## config.mk

```make
export PLATFORM = sky130hd
export DESIGN_NAME = share_burst_slave_arbiter
export DESIGN_NICKNAME = d
export VERILOG_FILES = /design/src/pkg/arb_pkg.sv /design/src/hdl/share_burst_slave_arbiter.sv
export SDC_FILE = /design/constraint.sdc
export NUM_CORES = 1
export LEC_CHECK = 0
export BUFFER_PORTS_ARGS = -buffer_cell sky130_fd_sc_hd__buf_4
export CAP_MARGIN = 40
export CORE_UTILIZATION = 58
export DETAILED_ROUTE_END_ITERATION = 8
export MAX_ROUTING_LAYER = met4
export PLACE_DENSITY = 0.84
export SLEW_MARGIN = 0
export SYNTH_ARGS = -nofsm -noshare
export SYNTH_HDL_FRONTEND = slang
export SYNTH_SLANG_ARGS = --single-unit
```

## constraint.sdc

```tcl
create_clock -name ref_clk -period 6.3 [get_ports ref_clk]
set_input_delay 0.63 -clock ref_clk [delete_from_list [all_inputs] [get_ports ref_clk]]
set_output_delay 0.63 -clock ref_clk [all_outputs]
set_load 0.01 [all_outputs]
```

## src/pkg/arb_pkg.sv

```systemverilog
// Constants, types and state codes for the shared-slave arbiter.
// Assumes masters, slave and arbiter all run on one clock.
//
// Notes on behaviour
// - Every master defaults to exactly one share
// - Shares per master; grant held while transferring
// - Idle granted master yields to waiting requesters
// - Write burst of N beats keeps grant N beats
// - For bursting masters a share is one burst
// - Grant locked until burst ends, despite stalls
// - Burst beats step one word from base
// - Single transfers may use any address
// - Adapter between long-burst master and slave
// - Non-bursting ports count as burst one
// - Oversized bursts split, address and count regenerated
// - Fixed-latency slave gets pipelined read support
// - Variable-latency returns buffered, sized for outstanding
// - Non-pipelined master waits; slave serves others
// - Pipelined master on plain slave is serialized
// - Fixed-latency data delivered when valid
// - Plain master on plain slave: nothing added
// - Waitrequest when outstanding reads would overflow
// - One response FIFO per master, outstanding-deep
package arb_pkg;
    localparam int NM = 3;
    localparam int IW = 2;
    localparam int AW = 32;
    localparam int DW = 32;
    localparam int BEW = 4;
    localparam int BCW = 4;
    localparam int SHW = 4;
    localparam int OW = 5;
    // Outstanding read words the slave may hold
    localparam int MAXP = 4;
    localparam int PW = 2;
    localparam int CW = 3;
    // Cycles from read acceptance to data, fixed slaves
    localparam int FLAT = 2;
    // Word to byte address shift
    localparam int WB_SH = 2;
    localparam logic [BCW-1:0] SMAX = 4'h2;
    localparam logic [BCW-1:0] ONE_BC = 4'h1;
    localparam logic [SHW-1:0] ONE_SH = 4'h1;
    typedef enum logic {ST_ARB, ST_XFER} arb_st_t;
endpackage : arb_pkg

```

## src/hdl/share_burst_slave_arbiter.sv

```systemverilog
// Share-based arbiter, burst adapter and read return path for one slave.
// Assumes all inputs are synchronous to ref_clk; masters always accept
// returned read data.
`timescale 1ns/10ps
module share_burst_slave_arbiter
    import arb_pkg::*;
(
    // Clock and reset
    input wire logic ref_clk,
    input wire logic rst_n,
    // Static configuration
    input wire logic [NM-1:0][SHW-1:0] share_count,
    input wire logic [NM-1:0] master_pipelined,
    input wire logic slave_pipelined,
    input wire logic slave_fixed_latency,
    // Master ports
    input wire logic [NM-1:0][AW-1:0] m_address,
    input wire logic [NM-1:0] m_read,
    input wire logic [NM-1:0] m_write,
    input wire logic [NM-1:0][DW-1:0] m_writedata,
    input wire logic [NM-1:0][BEW-1:0] m_byteenable,
    input wire logic [NM-1:0][BCW-1:0] m_burstcount,
    output logic [NM-1:0] m_waitrequest,
    output logic [NM-1:0][DW-1:0] m_readdata,
    output logic [NM-1:0] m_readdatavalid,
    // Shared slave port
    output logic [AW-1:0] s_address,
    output logic s_read,
    output logic s_write,
    output logic [DW-1:0] s_writedata,
    output logic [BEW-1:0] s_byteenable,
    output logic [BCW-1:0] s_burstcount,
    input wire logic s_waitrequest,
    input wire logic [DW-1:0] s_readdata,
    input wire logic s_readdatavalid
);

// ============================================================
// Helpers
function automatic logic [IW-1:0] rr_pick(input logic [NM-1:0] req,
    input logic [IW-1:0] last);
    logic [IW-1:0] pick;
    int idx;
    pick = last;
    // Nearest requester after last wins; last itself comes final
    for (int k = NM; k >= 1; k--)
    begin
        idx = (int'(last) + k) % NM;
        if (req[idx])
            pick = IW'(idx);
    end
    return pick;
endfunction : rr_pick

function automatic logic [BCW-1:0] blen(input logic [BCW-1:0] bc);
    return (bc == '0) ? ONE_BC : bc;
endfunction : blen

function automatic logic [BCW-1:0] bmin(input logic [BCW-1:0] a,
    input logic [BCW-1:0] b);
    return (a < b) ? a : b;
endfunction : bmin

// ============================================================
// Declarations
arb_st_t st_r, st_nxt;
logic [IW-1:0] gnt_r, gnt_nxt;
logic [SHW-1:0] share_r, share_nxt;
logic [NM-1:0] wait_r, wait_nxt;
logic [BCW-1:0] wleft_r, wleft_nxt, rleft_r, rleft_nxt;
logic [BCW-1:0] piece_r, piece_nxt;
logic [AW-1:0] addr_r, addr_nxt, sa_r, sa_nxt;
logic sr_r, sr_nxt, sw_r, sw_nxt;
logic [DW-1:0] sd_r, sd_nxt;
logic [BEW-1:0] sbe_r, sbe_nxt;
logic [BCW-1:0] sbc_r, sbc_nxt;
logic [CW-1:0] pend_r, pend_nxt;
logic [FLAT-1:0] sh_r, sh_nxt;
logic [IW-1:0] tid_r [MAXP], tid_nxt [MAXP];
logic [BCW-1:0] tcnt_r [MAXP], tcnt_nxt [MAXP];
logic [PW-1:0] twp_r, twp_nxt, trp_r, trp_nxt;
logic [CW-1:0] tc_r, tc_nxt;
logic [DW-1:0] rf_r [NM][MAXP], rf_nxt [NM][MAXP];
logic [PW-1:0] rwp_r [NM], rwp_nxt [NM], rrp_r [NM], rrp_nxt [NM];
logic [CW-1:0] rc_r [NM], rc_nxt [NM];
logic [OW-1:0] mout_r [NM], mout_nxt [NM];
logic [NM-1:0] rv_r, rv_nxt;
logic [NM-1:0][DW-1:0] rd_r, rd_nxt;
logic [NM-1:0] req;
logic take, sfree, ret, issue, done;
logic [BCW-1:0] lim, bc, n;

// Outputs straight from flops
assign m_waitrequest = wait_r;
assign m_readdata = rd_r;
assign m_readdatavalid = rv_r;
assign s_address = sa_r;
assign s_read = sr_r;
assign s_write = sw_r;
assign s_writedata = sd_r;
assign s_byteenable = sbe_r;
assign s_burstcount = sbc_r;

// Handshake terms
assign req = m_read | m_write;
assign take = (st_r == ST_XFER) && !wait_r[gnt_r] && req[gnt_r];
assign sfree = !(sr_r || sw_r) || !s_waitrequest;
// Fixed-latency slaves have no valid strobe; the shift line stands in
assign ret = slave_fixed_latency ? sh_r[FLAT-1] : s_readdatavalid;
assign lim = slave_fixed_latency ? ONE_BC : SMAX;

// ============================================================
// Arbitration and burst adapter
always_comb
begin
    st_nxt = st_r;
    gnt_nxt = gnt_r;
    share_nxt = share_r;
    wleft_nxt = wleft_r;
    rleft_nxt = rleft_r;
    piece_nxt = piece_r;
    addr_nxt = addr_r;
    sa_nxt = sa_r;
    sd_nxt = sd_r;
    sbe_nxt = sbe_r;
    sbc_nxt = sbc_r;
    sr_nxt = sr_r && s_waitrequest;
    sw_nxt = sw_r && s_waitrequest;
    bc = blen(m_burstcount[gnt_r]);
    n = '0;
    issue = 1'h0;
    done = 1'h0;
    wait_nxt = '1;
    case (st_r)
        ST_ARB:
        begin
            if (|req)
            begin
                gnt_nxt = rr_pick(req, gnt_r);
                share_nxt = (share_count[gnt_nxt] == '0) ? ONE_SH
                    : share_count[gnt_nxt];
                st_nxt = ST_XFER;
            end
        end
        ST_XFER:
        begin
            if (take && m_write[gnt_r])
            begin
                if (wleft_r != '0)
                    bc = wleft_r;
                // New piece: regenerate start address and length
                if (piece_r == '0)
                begin
                    n = bmin(bc, lim);
                    sa_nxt = (wleft_r == '0) ? m_address[gnt_r]
                        : addr_r;
                    sbc_nxt = n;
                    piece_nxt = n - ONE_BC;
                end
                else
                    piece_nxt = piece_r - ONE_BC;
                sw_nxt = 1'h1;
                sd_nxt = m_writedata[gnt_r];
                sbe_nxt = m_byteenable[gnt_r];
                addr_nxt = ((wleft_r == '0) ? m_address[gnt_r] : addr_r)
                    + (AW'(1) << WB_SH);
                wleft_nxt = bc - ONE_BC;
                done = (bc == ONE_BC);
            end
            else if (take)
            begin
                rleft_nxt = bc;
                addr_nxt = m_address[gnt_r];
            end
            // Read pieces go out only with room for every word
            if (rleft_r != '0 && sfree && (slave_pipelined || pend_r == '0)
                && int'(pend_r) + int'(bmin(rleft_r, lim)) <= MAXP)
            begin
                n = bmin(rleft_r, lim);
                issue = 1'h1;
                sr_nxt = 1'h1;
                sa_nxt = addr_r;
                sbc_nxt = n;
                addr_nxt = addr_r + (AW'(n) << WB_SH);
                rleft_nxt = rleft_r - n;
                done = (rleft_r == n);
            end
            // One share is one whole burst
            if (done)
            begin
                share_nxt = share_r - ONE_SH;
                if (share_r == ONE_SH)
                    st_nxt = ST_ARB;
            end
            else if (wleft_r == '0 && rleft_r == '0 && !take
                && !req[gnt_r] && |req)
                st_nxt = ST_ARB;
        end
        default:
            st_nxt = ST_ARB;
    endcase
    // Offer one slot; a plain master or plain slave waits out latency
    if (st_nxt == ST_XFER && !sr_nxt && !sw_nxt && rleft_nxt == '0
        && int'(pend_r) < MAXP
        && (slave_pipelined || pend_r == '0)
        && (master_pipelined[gnt_nxt] || mout_r[gnt_nxt] == '0))
        wait_nxt[gnt_nxt] = 1'h0;
end

always_ff @(posedge ref_clk or negedge rst_n)
begin
    if (!rst_n)
    begin
        st_r <= ST_ARB;
        gnt_r <= '0;
        share_r <= '0;
        wait_r <= '1;
        wleft_r <= '0;
        rleft_r <= '0;
        piece_r <= '0;
        addr_r <= '0;
        sa_r <= '0;
        sr_r <= 1'h0;
        sw_r <= 1'h0;
        sd_r <= '0;
        sbe_r <= '0;
        sbc_r <= '0;
    end
    else
    begin
        st_r <= st_nxt;
        gnt_r <= gnt_nxt;
        share_r <= share_nxt;
        wait_r <= wait_nxt;
        wleft_r <= wleft_nxt;
        rleft_r <= rleft_nxt;
        piece_r <= piece_nxt;
        addr_r <= addr_nxt;
        sa_r <= sa_nxt;
        sr_r <= sr_nxt;
        sw_r <= sw_nxt;
        sd_r <= sd_nxt;
        sbe_r <= sbe_nxt;
        sbc_r <= sbc_nxt;
    end
end

// ============================================================
// Read return: owner tags and per-master response FIFOs
always_comb
begin
    pend_nxt = pend_r + (issue ? CW'(n) : '0) - (ret ? CW'(1) : '0);
    sh_nxt = {sh_r[FLAT-2:0], sr_r && !s_waitrequest && slave_fixed_latency};
    tid_nxt = tid_r;
    tcnt_nxt = tcnt_r;
    twp_nxt = twp_r;
    trp_nxt = trp_r;
    tc_nxt = tc_r;
    rf_nxt = rf_r;
    rwp_nxt = rwp_r;
    rrp_nxt = rrp_r;
    rc_nxt = rc_r;
    rv_nxt = '0;
    rd_nxt = rd_r;
    // Each issued piece records its owner and word count
    if (issue)
    begin
        tid_nxt[twp_r] = gnt_r;
        tcnt_nxt[twp_r] = n;
        twp_nxt = twp_r + PW'(1);
        tc_nxt = tc_nxt + CW'(1);
    end
    if (ret)
    begin
        rf_nxt[tid_r[trp_r]][rwp_r[tid_r[trp_r]]] = s_readdata;
        rwp_nxt[tid_r[trp_r]] = rwp_r[tid_r[trp_r]] + PW'(1);
        rc_nxt[tid_r[trp_r]] = rc_r[tid_r[trp_r]] + CW'(1);
        tcnt_nxt[trp_r] = tcnt_r[trp_r] - ONE_BC;
        if (tcnt_r[trp_r] == ONE_BC)
        begin
            trp_nxt = trp_r + PW'(1);
            tc_nxt = tc_nxt - CW'(1);
        end
    end
    // Masters never stall returns, so each FIFO drains a word a cycle
    for (int i = 0; i < NM; i++)
    begin
        mout_nxt[i] = mout_r[i];
        if (take && m_read[i] && int'(gnt_r) == i)
            mout_nxt[i] = mout_nxt[i] + OW'(bc);
        if (rc_r[i] != '0)
        begin
            rv_nxt[i] = 1'h1;
            rd_nxt[i] = rf_r[i][rrp_r[i]];
            rrp_nxt[i] = rrp_r[i] + PW'(1);
            rc_nxt[i] = rc_nxt[i] - CW'(1);
            mout_nxt[i] = mout_nxt[i] - OW'(1);
        end
    end
end

always_ff @(posedge ref_clk or negedge rst_n)
begin
    if (!rst_n)
    begin
        pend_r <= '0;
        sh_r <= '0;
        tid_r <= '{default: '0};
        tcnt_r <= '{default: '0};
        twp_r <= '0;
        trp_r <= '0;
        tc_r <= '0;
        rf_r <= '{default: '0};
        rwp_r <= '{default: '0};
        rrp_r <= '{default: '0};
        rc_r <= '{default: '0};
        mout_r <= '{default: '0};
        rv_r <= '0;
        rd_r <= '0;
    end
    else
    begin
        pend_r <= pend_nxt;
        sh_r <= sh_nxt;
        tid_r <= tid_nxt;
        tcnt_r <= tcnt_nxt;
        twp_r <= twp_nxt;
        trp_r <= trp_nxt;
        tc_r <= tc_nxt;
        rf_r <= rf_nxt;
        rwp_r <= rwp_nxt;
        rrp_r <= rrp_nxt;
        rc_r <= rc_nxt;
        mout_r <= mout_nxt;
        rv_r <= rv_nxt;
        rd_r <= rd_nxt;
    end
end
endmodule : share_burst_slave_arbiter

```

==> results.sh, run 1 <==
export IMPL_area_delta_synth_final_pct=18.9
export IMPL_design_area_mm2=0.0403
export IMPL_synth_cells=3009
export IMPL_viasPerCell=6.10
export IMPL_nFillCells=3956
export IMPL_firstDrtPassIters=5
export IMPL_p_leak_uw=0.0188
export IMPL_dp_hpwl_um=59400
export IMPL_period_needed_ns=4.66
export IMPL_wl_met2_um=46300
export IMPL_die_w_um=244
export IMPL_tightest_slew_ns=0.948
export IMPL_pin_count=451
export IMPL_reg2reg_from="rleft_r[1]$_DFF_PN0_"
export IMPL_synth_largest_area_cell="dfrtp_1"
export IMPL_crit_fanout=14
export IMPL_clock_path_buffers=3
export IMPL_route_met3_wl_um=7160
export IMPL_synthAdderAreaFrac=0.0248
export IMPL_finish_utilization=0.698
export IMPL_worst_path_buf_inv=2
export IMPL_comb_power_share=0.453
export IMPL_tns_ns=0
export IMPL_ys_top_cells_by_area="dfrtp_1, mux2_2, mux4_2"
export IMPL_placed_area_mm2=0.0378
export IMPL_die_area_mm2=0.0594
export IMPL_grt_pass1_wl_um=145000
export IMPL_num_vias=25498
export IMPL_yosys_warnings=0
export IMPL_cts_num_sinks=680
export IMPL_worstSetupPathType="reg -> reg"
export IMPL_final_common_cell="dfrtp_1"
export IMPL_final_cell_mix="dfrtp_1, nand2_1, buf_4"
export IMPL_clk_latency_ns=0.62
export IMPL_critical_path_max_stage_delay_ns=0.61
export IMPL_path_cells="ha_1 -> nor3_1 -> a21oi_1 -> a21o_1 -> inv_1 -> ha_1 -> fa_1 -> nor2_1 -> o22ai_1 -> nor4_2 -> nand2_1 -> nand2b_1 -> buf_4 -> o21ai_0 -> a221oi_1 -> o21ai_0"
export IMPL_cap_viol_max_count=0
export IMPL_row_count=88
export IMPL_ys_seq_elements=680
export IMPL_crit_family="simple AND/OR/NAND/NOR gates"
export IMPL_port_buffers=450
export IMPL_arrival_ns=5.14
export IMPL_grt_overflow=0
export IMPL_wire_per_inst_um=22.2
export IMPL_cts_tree="done"
export IMPL_fin_skew_ns=0.0235
export IMPL_ir_drop_mv=0.361
export IMPL_drive_gt1_frac=0.333
export IMPL_detail_route_antenna_nets=0
export IMPL_synth_compound_area_frac=0.0841
export IMPL_fmax_mhz=214
export IMPL_htree_num_levels=3
export IMPL_met1_length_um=36000
export IMPL_synth_simple_area_share=0.104
export IMPL_outcome="complete, no violations"
export IMPL_yosysUniqueCellTypes=81
export IMPL_drt_iter0_drc=1982
export IMPL_finalSetupViolCount=0
export IMPL_power_density_mw_per_mm2=545
export IMPL_synthesis_area_mm2=0.0339
export IMPL_postCtsHoldBufs=0
export IMPL_cts_resized=0
export IMPL_top_layer="met4"
export IMPL_layout_nets=3697
export IMPL_slew_headroom=0.368
export IMPL_clk_pin_slew_worst_paths_ns=0.06
export IMPL_core_area_mm2=0.0577
export IMPL_p_clk_frac=0.200
export IMPL_start_util=0.587
export IMPL_grt_pass1_vias=25860
export IMPL_reg2regPathDepth=16
export IMPL_layoutNonFillerInstCount=4180
export IMPL_synth_edf_count=0
export IMPL_async_flop_share=1.00
export IMPL_end_kind="flip-flop"
export IMPL_synth_xor_area_frac=0.0186
export IMPL_drv_slew=0
export IMPL_route_final_wire_length_um=92800
export IMPL_place_gp_congestion=0.994
export IMPL_synth_area_mux_share=0.234
export IMPL_synthFlopType="dfrtp_1"
export IMPL_rsz0062_at_grt="false"
export IMPL_fin_crit_sh=0.740
export IMPL_power_uw=22000
export IMPL_netlist_area_leader_share=0.500
export IMPL_antenna_found_initial=1
export IMPL_synth_top_family_by_area="multiplexers"
export IMPL_crit_path_top_delay_cell="nand2b_1"
export IMPL_drc_errors=0
export IMPL_pwr_share_seq=0.347
export IMPL_syn_avg_cell_area_um2=11.3
export IMPL_dieHeight_um=244
export IMPL_p_sw_uw=8490
export IMPL_hp_class="in -> async"
export IMPL_dp_cells=4049
export IMPL_grt_total_usage=0.321
export IMPL_grt_start_max_net_pins=178
export IMPL_cts_root_buf="clkbuf_16"
export IMPL_postCtsSetupRepairBufs=0
export IMPL_hold_viol_final=0
export IMPL_reg2reg_slack_ns=1.64
export IMPL_cp_start_kind="flip-flop"
export IMPL_yosysSeqAreaShare=0.502
export IMPL_p_sw_frac=0.387
export IMPL_cts_buffers=73
export IMPL_worst_r2r_endpoint="addr_r[26]$_DFFE_PN0P_"
export IMPL_cellInternalPower_uw=13500
export IMPL_cp_required_ns=6.77
## area by class of cell
class / count / area, µm² / share of cell area
Tap cell: 765 / 957 / 0.0238
Antenna cell: 1 / 2.50 / 0.0000621
Timing Repair Buffer: 497 / 3820 / 0.0949
Inverter: 44 / 165 / 0.00410
Clock inverter: 23 / 293 / 0.00727
Clock buffer: 107 / 2170 / 0.0538
Multi-Input combinational cell: 2063 / 15900 / 0.393
Sequential cell: 680 / 17000 / 0.423
## how the worst max path moves through the flow
stage,depth (start not counted),endpoint,start,slack [ns]
floorplan,21,pend_r[2]$_DFF_PN0_,slave_fixed_latency,1.47
global placement,21,pend_r[2]$_DFF_PN0_,slave_fixed_latency,1.59
detailed placement,21,pend_r[2]$_DFF_PN0_,slave_fixed_latency,1.42
CTS,20,pend_r[2]$_DFF_PN0_,rleft_r[1]$_DFF_PN0_,1.72
global route,20,pend_r[2]$_DFF_PN0_,rleft_r[1]$_DFF_PN0_,1.40
finish,16,addr_r[26]$_DFFE_PN0P_,rleft_r[1]$_DFF_PN0_,1.64
## synthesized netlist by cell type, types with 9 or more instances
master	instances
a21o_1	9
a21oi_1	164
a22oi_1	15
a31oi_1	16
and3_1	14
buf_1	51
buf_2	26
clkbuf_1	141
dfrtp_1	677
ha_1	56
inv_1	41
mux2_2	393
mux2i_1	113
mux4_2	102
nand2_1	499
nand3_1	41
nand4_1	16
nor2_1	174
nor2b_1	9
nor3_1	24
nor4_1	9
o21ai_0	159
o22ai_1	12
o2bb2ai_1	15
xnor2_1	48
xor2_1	24
## cells by family (layout without fill, tap and decap cells)
group	count (synthesis)	count (layout)
other	1	4
xor gates and xnor gates	72	72
AOI/OAI and AO/OA	476	476
muxes	616	616
buffers and inverters	268	671
DFF	680	680
adders and majority gates	63	63
and+or+nand+nor	833	833
## power groups by stage
stage	registers [µW]	logic [µW]	clock network (µW)
after CTS	7580	9940	4450
after global placement	7460	9420	0
after global routing	7800	10800	4630
after detailed placement	7570	9780	0
after floorplan	7280	6930	0
final	7620	9940	4400
## sequential cells by signal, indices dropped and copies added, names as in the netlist, 4 cells and up
register      cells
s_address        32
addr_r           32
rleft_r           4
mout_r           15
rc_r              9
wleft_r           4
rf_r            384
piece_r           4
rwp_r             6
rrp_r             6
tid_r             8
s_writedata      32
m_readdata       96
share_r           4
s_burstcount      4
s_byteenable      4
tcnt_r           16
## routing by layer
layer / vias to the layer above / global-route usage
met5: - / -
met3: 246 / 0.0636
li1: 11352 / -
met2: 1169 / 0.524
met4: 0 / 0.134
met1: 12731 / 0.390
## stage by stage
stage	hold WS, ns	setup WS [ns]
after floorplan	0.331	1.47
after CTS	0.110	1.72
after detailed placement	0.346	1.42
final	0.0618	1.64
after global routing	0.134	1.40
after global placement	0.334	1.59
(Power assumes the default switching activity.)
==> inputs of run 2 (changes only) <==
--- a/config.mk
+++ b/config.mk
@@ -7,10 +7,10 @@
 export LEC_CHECK = 0
 export BUFFER_PORTS_ARGS = -buffer_cell sky130_fd_sc_hd__buf_4
 export CAP_MARGIN = 40
-export CORE_UTILIZATION = 58
+export CORE_UTILIZATION = 53
 export DETAILED_ROUTE_END_ITERATION = 8
 export MAX_ROUTING_LAYER = met4
-export PLACE_DENSITY = 0.84
+export PLACE_DENSITY = 0.81
 export SLEW_MARGIN = 0
 export SYNTH_ARGS = -nofsm -noshare
 export SYNTH_HDL_FRONTEND = slang
==> constraint.sdc (replaced) <==
create_clock -name ref_clk -period 4 [get_ports ref_clk]
set_input_delay 0.4 -clock ref_clk [delete_from_list [all_inputs] [get_ports ref_clk]]
set_output_delay 0.4 -clock ref_clk [all_outputs]
set_load 0.01 [all_outputs]
==> run 2 against run 1 <==
Critical path depth is 3 higher. Highest routed layer unchanged. Die area is 9.4% higher. First-iteration DRC count is 3.8% lower. Fmax is 21% higher. Routed wire length is 2.2% higher. Total power is 62% higher. Clock skew is 0.0054 ns higher. Via count is 1.8% higher. Largest cell class unchanged. Flip-flop and latch count stayed put. Global-route usage is 2.2 points lower.
==> results.sh, run 2 (synthesis gave the netlist of run 1 again) <==
export IMPL_cp_start_kind="flip-flop"
export IMPL_hold_viol_final=0
export IMPL_clk_latency_ns=0.63
export IMPL_path_cells="ha_4 -> nor3_4 -> a21oi_2 -> a21o_1 -> inv_2 -> ha_4 -> fa_2 -> nor2_1 -> o22ai_1 -> or4_4 -> nor2_4 -> nand2_1 -> ha_1 -> inv_1 -> ha_1 -> inv_1 -> fa_2 -> xor2_2 -> xnor2_1"
export IMPL_fin_crit_sh=0.965
export IMPL_htree_num_levels=3
export IMPL_fin_skew_ns=0.0289
export IMPL_worstSetupEndpoint="pend_r[2]$_DFF_PN0_"
export IMPL_tns_ns=0
export IMPL_grt_pass1_wl_um=146000
export IMPL_cts_root_buf="clkbuf_16"
export IMPL_dieHeight_um=255
export IMPL_fmax_mhz=259
export IMPL_cts_num_sinks=680
export IMPL_grt_pass1_vias=26054
export IMPL_start_util=0.537
export IMPL_outcome="complete, no violations"
export IMPL_arrival_ns=4.37
export IMPL_dp_hpwl_um=63200
export IMPL_finalSetupViolCount=0
export IMPL_reg2regPathDepth=19
export IMPL_die_area_mm2=0.0650
export IMPL_worst_r2r_endpoint="pend_r[2]$_DFF_PN0_"
export IMPL_area_delta_synth_final_pct=22.0
export IMPL_power_uw=35600
export IMPL_ir_drop_mv=0.516
export IMPL_core_area_mm2=0.0631
export IMPL_reg2reg_from="rleft_r[1]$_DFF_PN0_"
export IMPL_crit_path_top_delay_cell="dfrtp_2"
export IMPL_route_final_wire_length_um=94900
export IMPL_drt_iter0_drc=1907
export IMPL_antenna_found_initial=1
export IMPL_final_cell_mix="dfrtp_1, buf_4, nand2_1"
export IMPL_firstDrtPassIters=8
export IMPL_pin_count=451
export IMPL_largest_reg_flops=384
export IMPL_p_leak_uw=0.0192
export IMPL_clk_pin_slew_worst_paths_ns=0.06
export IMPL_grt_overflow=0
export IMPL_drive_gt1_frac=0.352
export IMPL_finish_utilization=0.655
export IMPL_critical_path_max_stage_delay_ns=0.46
export IMPL_cap_viol_max_count=0
export IMPL_crit_path_start="rleft_r[1]$_DFF_PN0_"
export IMPL_final_common_cell="dfrtp_1"
export IMPL_drv_slew=0
export IMPL_reg2reg_slack_ns=0.14
export IMPL_num_vias=25966
export IMPL_place_gp_congestion=1.00
export IMPL_grt_start_max_net_pins=104
export IMPL_cts_buffers=74
export IMPL_crit_fanout=5
export IMPL_largest_register="rf_r"
export IMPL_hold_depth=3
export IMPL_cts_tree="done"
export IMPL_end_kind="flip-flop"
export IMPL_power_density_mw_per_mm2=861
export IMPL_hp_class="in -> reg"
export IMPL_viasPerCell=5.99
export IMPL_period_needed_ns=3.86
export IMPL_tightest_slew_ns=0.833
export IMPL_clock_path_buffers=3
export IMPL_drc_errors=0
export IMPL_grt_total_usage=0.299
export IMPL_worstSetupPathType="reg -> reg"
export IMPL_row_count=92
export IMPL_die_w_um=255
export IMPL_layout_nets=3763
export IMPL_cp_required_ns=4.51
export IMPL_wire_per_inst_um=21.9
export IMPL_slew_headroom=0.441
export IMPL_port_buffers=450
export IMPL_detail_route_antenna_nets=0
[run 2: changes by cell type in the layout (fill, tap and decap cells not counted), sizes merged]
| cell | delta |
|---|---|
| diode | +1 |
| clkinv | +9 |
| buf | +62 |
| dlygate4sd3 | +3 |
| clkinvlp | +7 |
| inv | -3 |
| clkbuf | -11 |
| bufinv | +5 |
[run 2: final cells by class]
class                      count  area (µm²)
fill                        4638       21700
sequential                   680       17000
multi-input combinational   2063       16000
timing repair buffer         562        4440
clock buffer                  96        2080
tap                          846        1060
clock inverter                41         589
inverter                      44         165
antenna                        2        5.00
[run 2: through the flow]
step / area (µm²) / setup slack [ns] / hold slack, ns / instances
finish: 41300 / 0.141 / 0.0730 / 4334
global route: 41300 / -0.0000764 / 0.0767 / 4333
CTS: 41300 / 0.0911 / 0.0489 / 4328
detailed placement: 38500 / -0.198 / 0.370 / 4188
global placement: 38500 / -0.134 / 0.355 / 4185
floorplan: 34000 / -0.0389 / 0.104 / 3011
[run 2: per-layer routing]
layer / up-vias / track usage / routed length, µm
met1: 12973 / 0.367 / 36800
met2: 1202 / 0.481 / 46700
met3: 277 / 0.0535 / 6970
met4: 0 / 0.143 / 4330
met5: - / - / 0
li1: 11514 / - / -
[run 2: worst max-delay path: cells and delay by family (launching register included)]
kind,cells,cell delay [ns]
adders and majority gates,6,1.48
and+or+nand+nor,5,0.96
DFF,1,0.46
AOI/OAI and AO/OA,3,0.39
xor gates and xnor gates,2,0.28
buffers and inverters,3,0.18
[run 2: report_power, final]
part | switching (µW) | internal [µW] | total, µW
Clock | 2980 | 4380 | 7360
Combinational | 8550 | 7630 | 16200
Sequential | 2160 | 9900 | 12100
Total | 13700 | 21900 | 35600
[run 2: worst min-delay path by stage]
stage | startpoint | to | slack [ns]
floorplan | rst_n | addr_r[0]$_DFFE_PN0P_ | 0.10
global placement | sh_r[0]$_DFF_PN0_ | sh_r[1]$_DFF_PN0_ | 0.35
detailed placement | sh_r[0]$_DFF_PN0_ | sh_r[1]$_DFF_PN0_ | 0.37
CTS | m_writedata[52] | s_writedata[20]$_DFFE_PN0P_ | 0.05
global route | m_writedata[61] | s_writedata[29]$_DFFE_PN0P_ | 0.08
finish | m_writedata[52] | s_writedata[20]$_DFFE_PN0P_ | 0.07
[run 2: timing repair]
action / in CTS / in global routing
setup buffers: 0 / 4
setup endpoints to repair: 3 / 8
resized for setup: 2 / 7
hold endpoints to repair: 71 / 0
hold buffers: 3 / 0
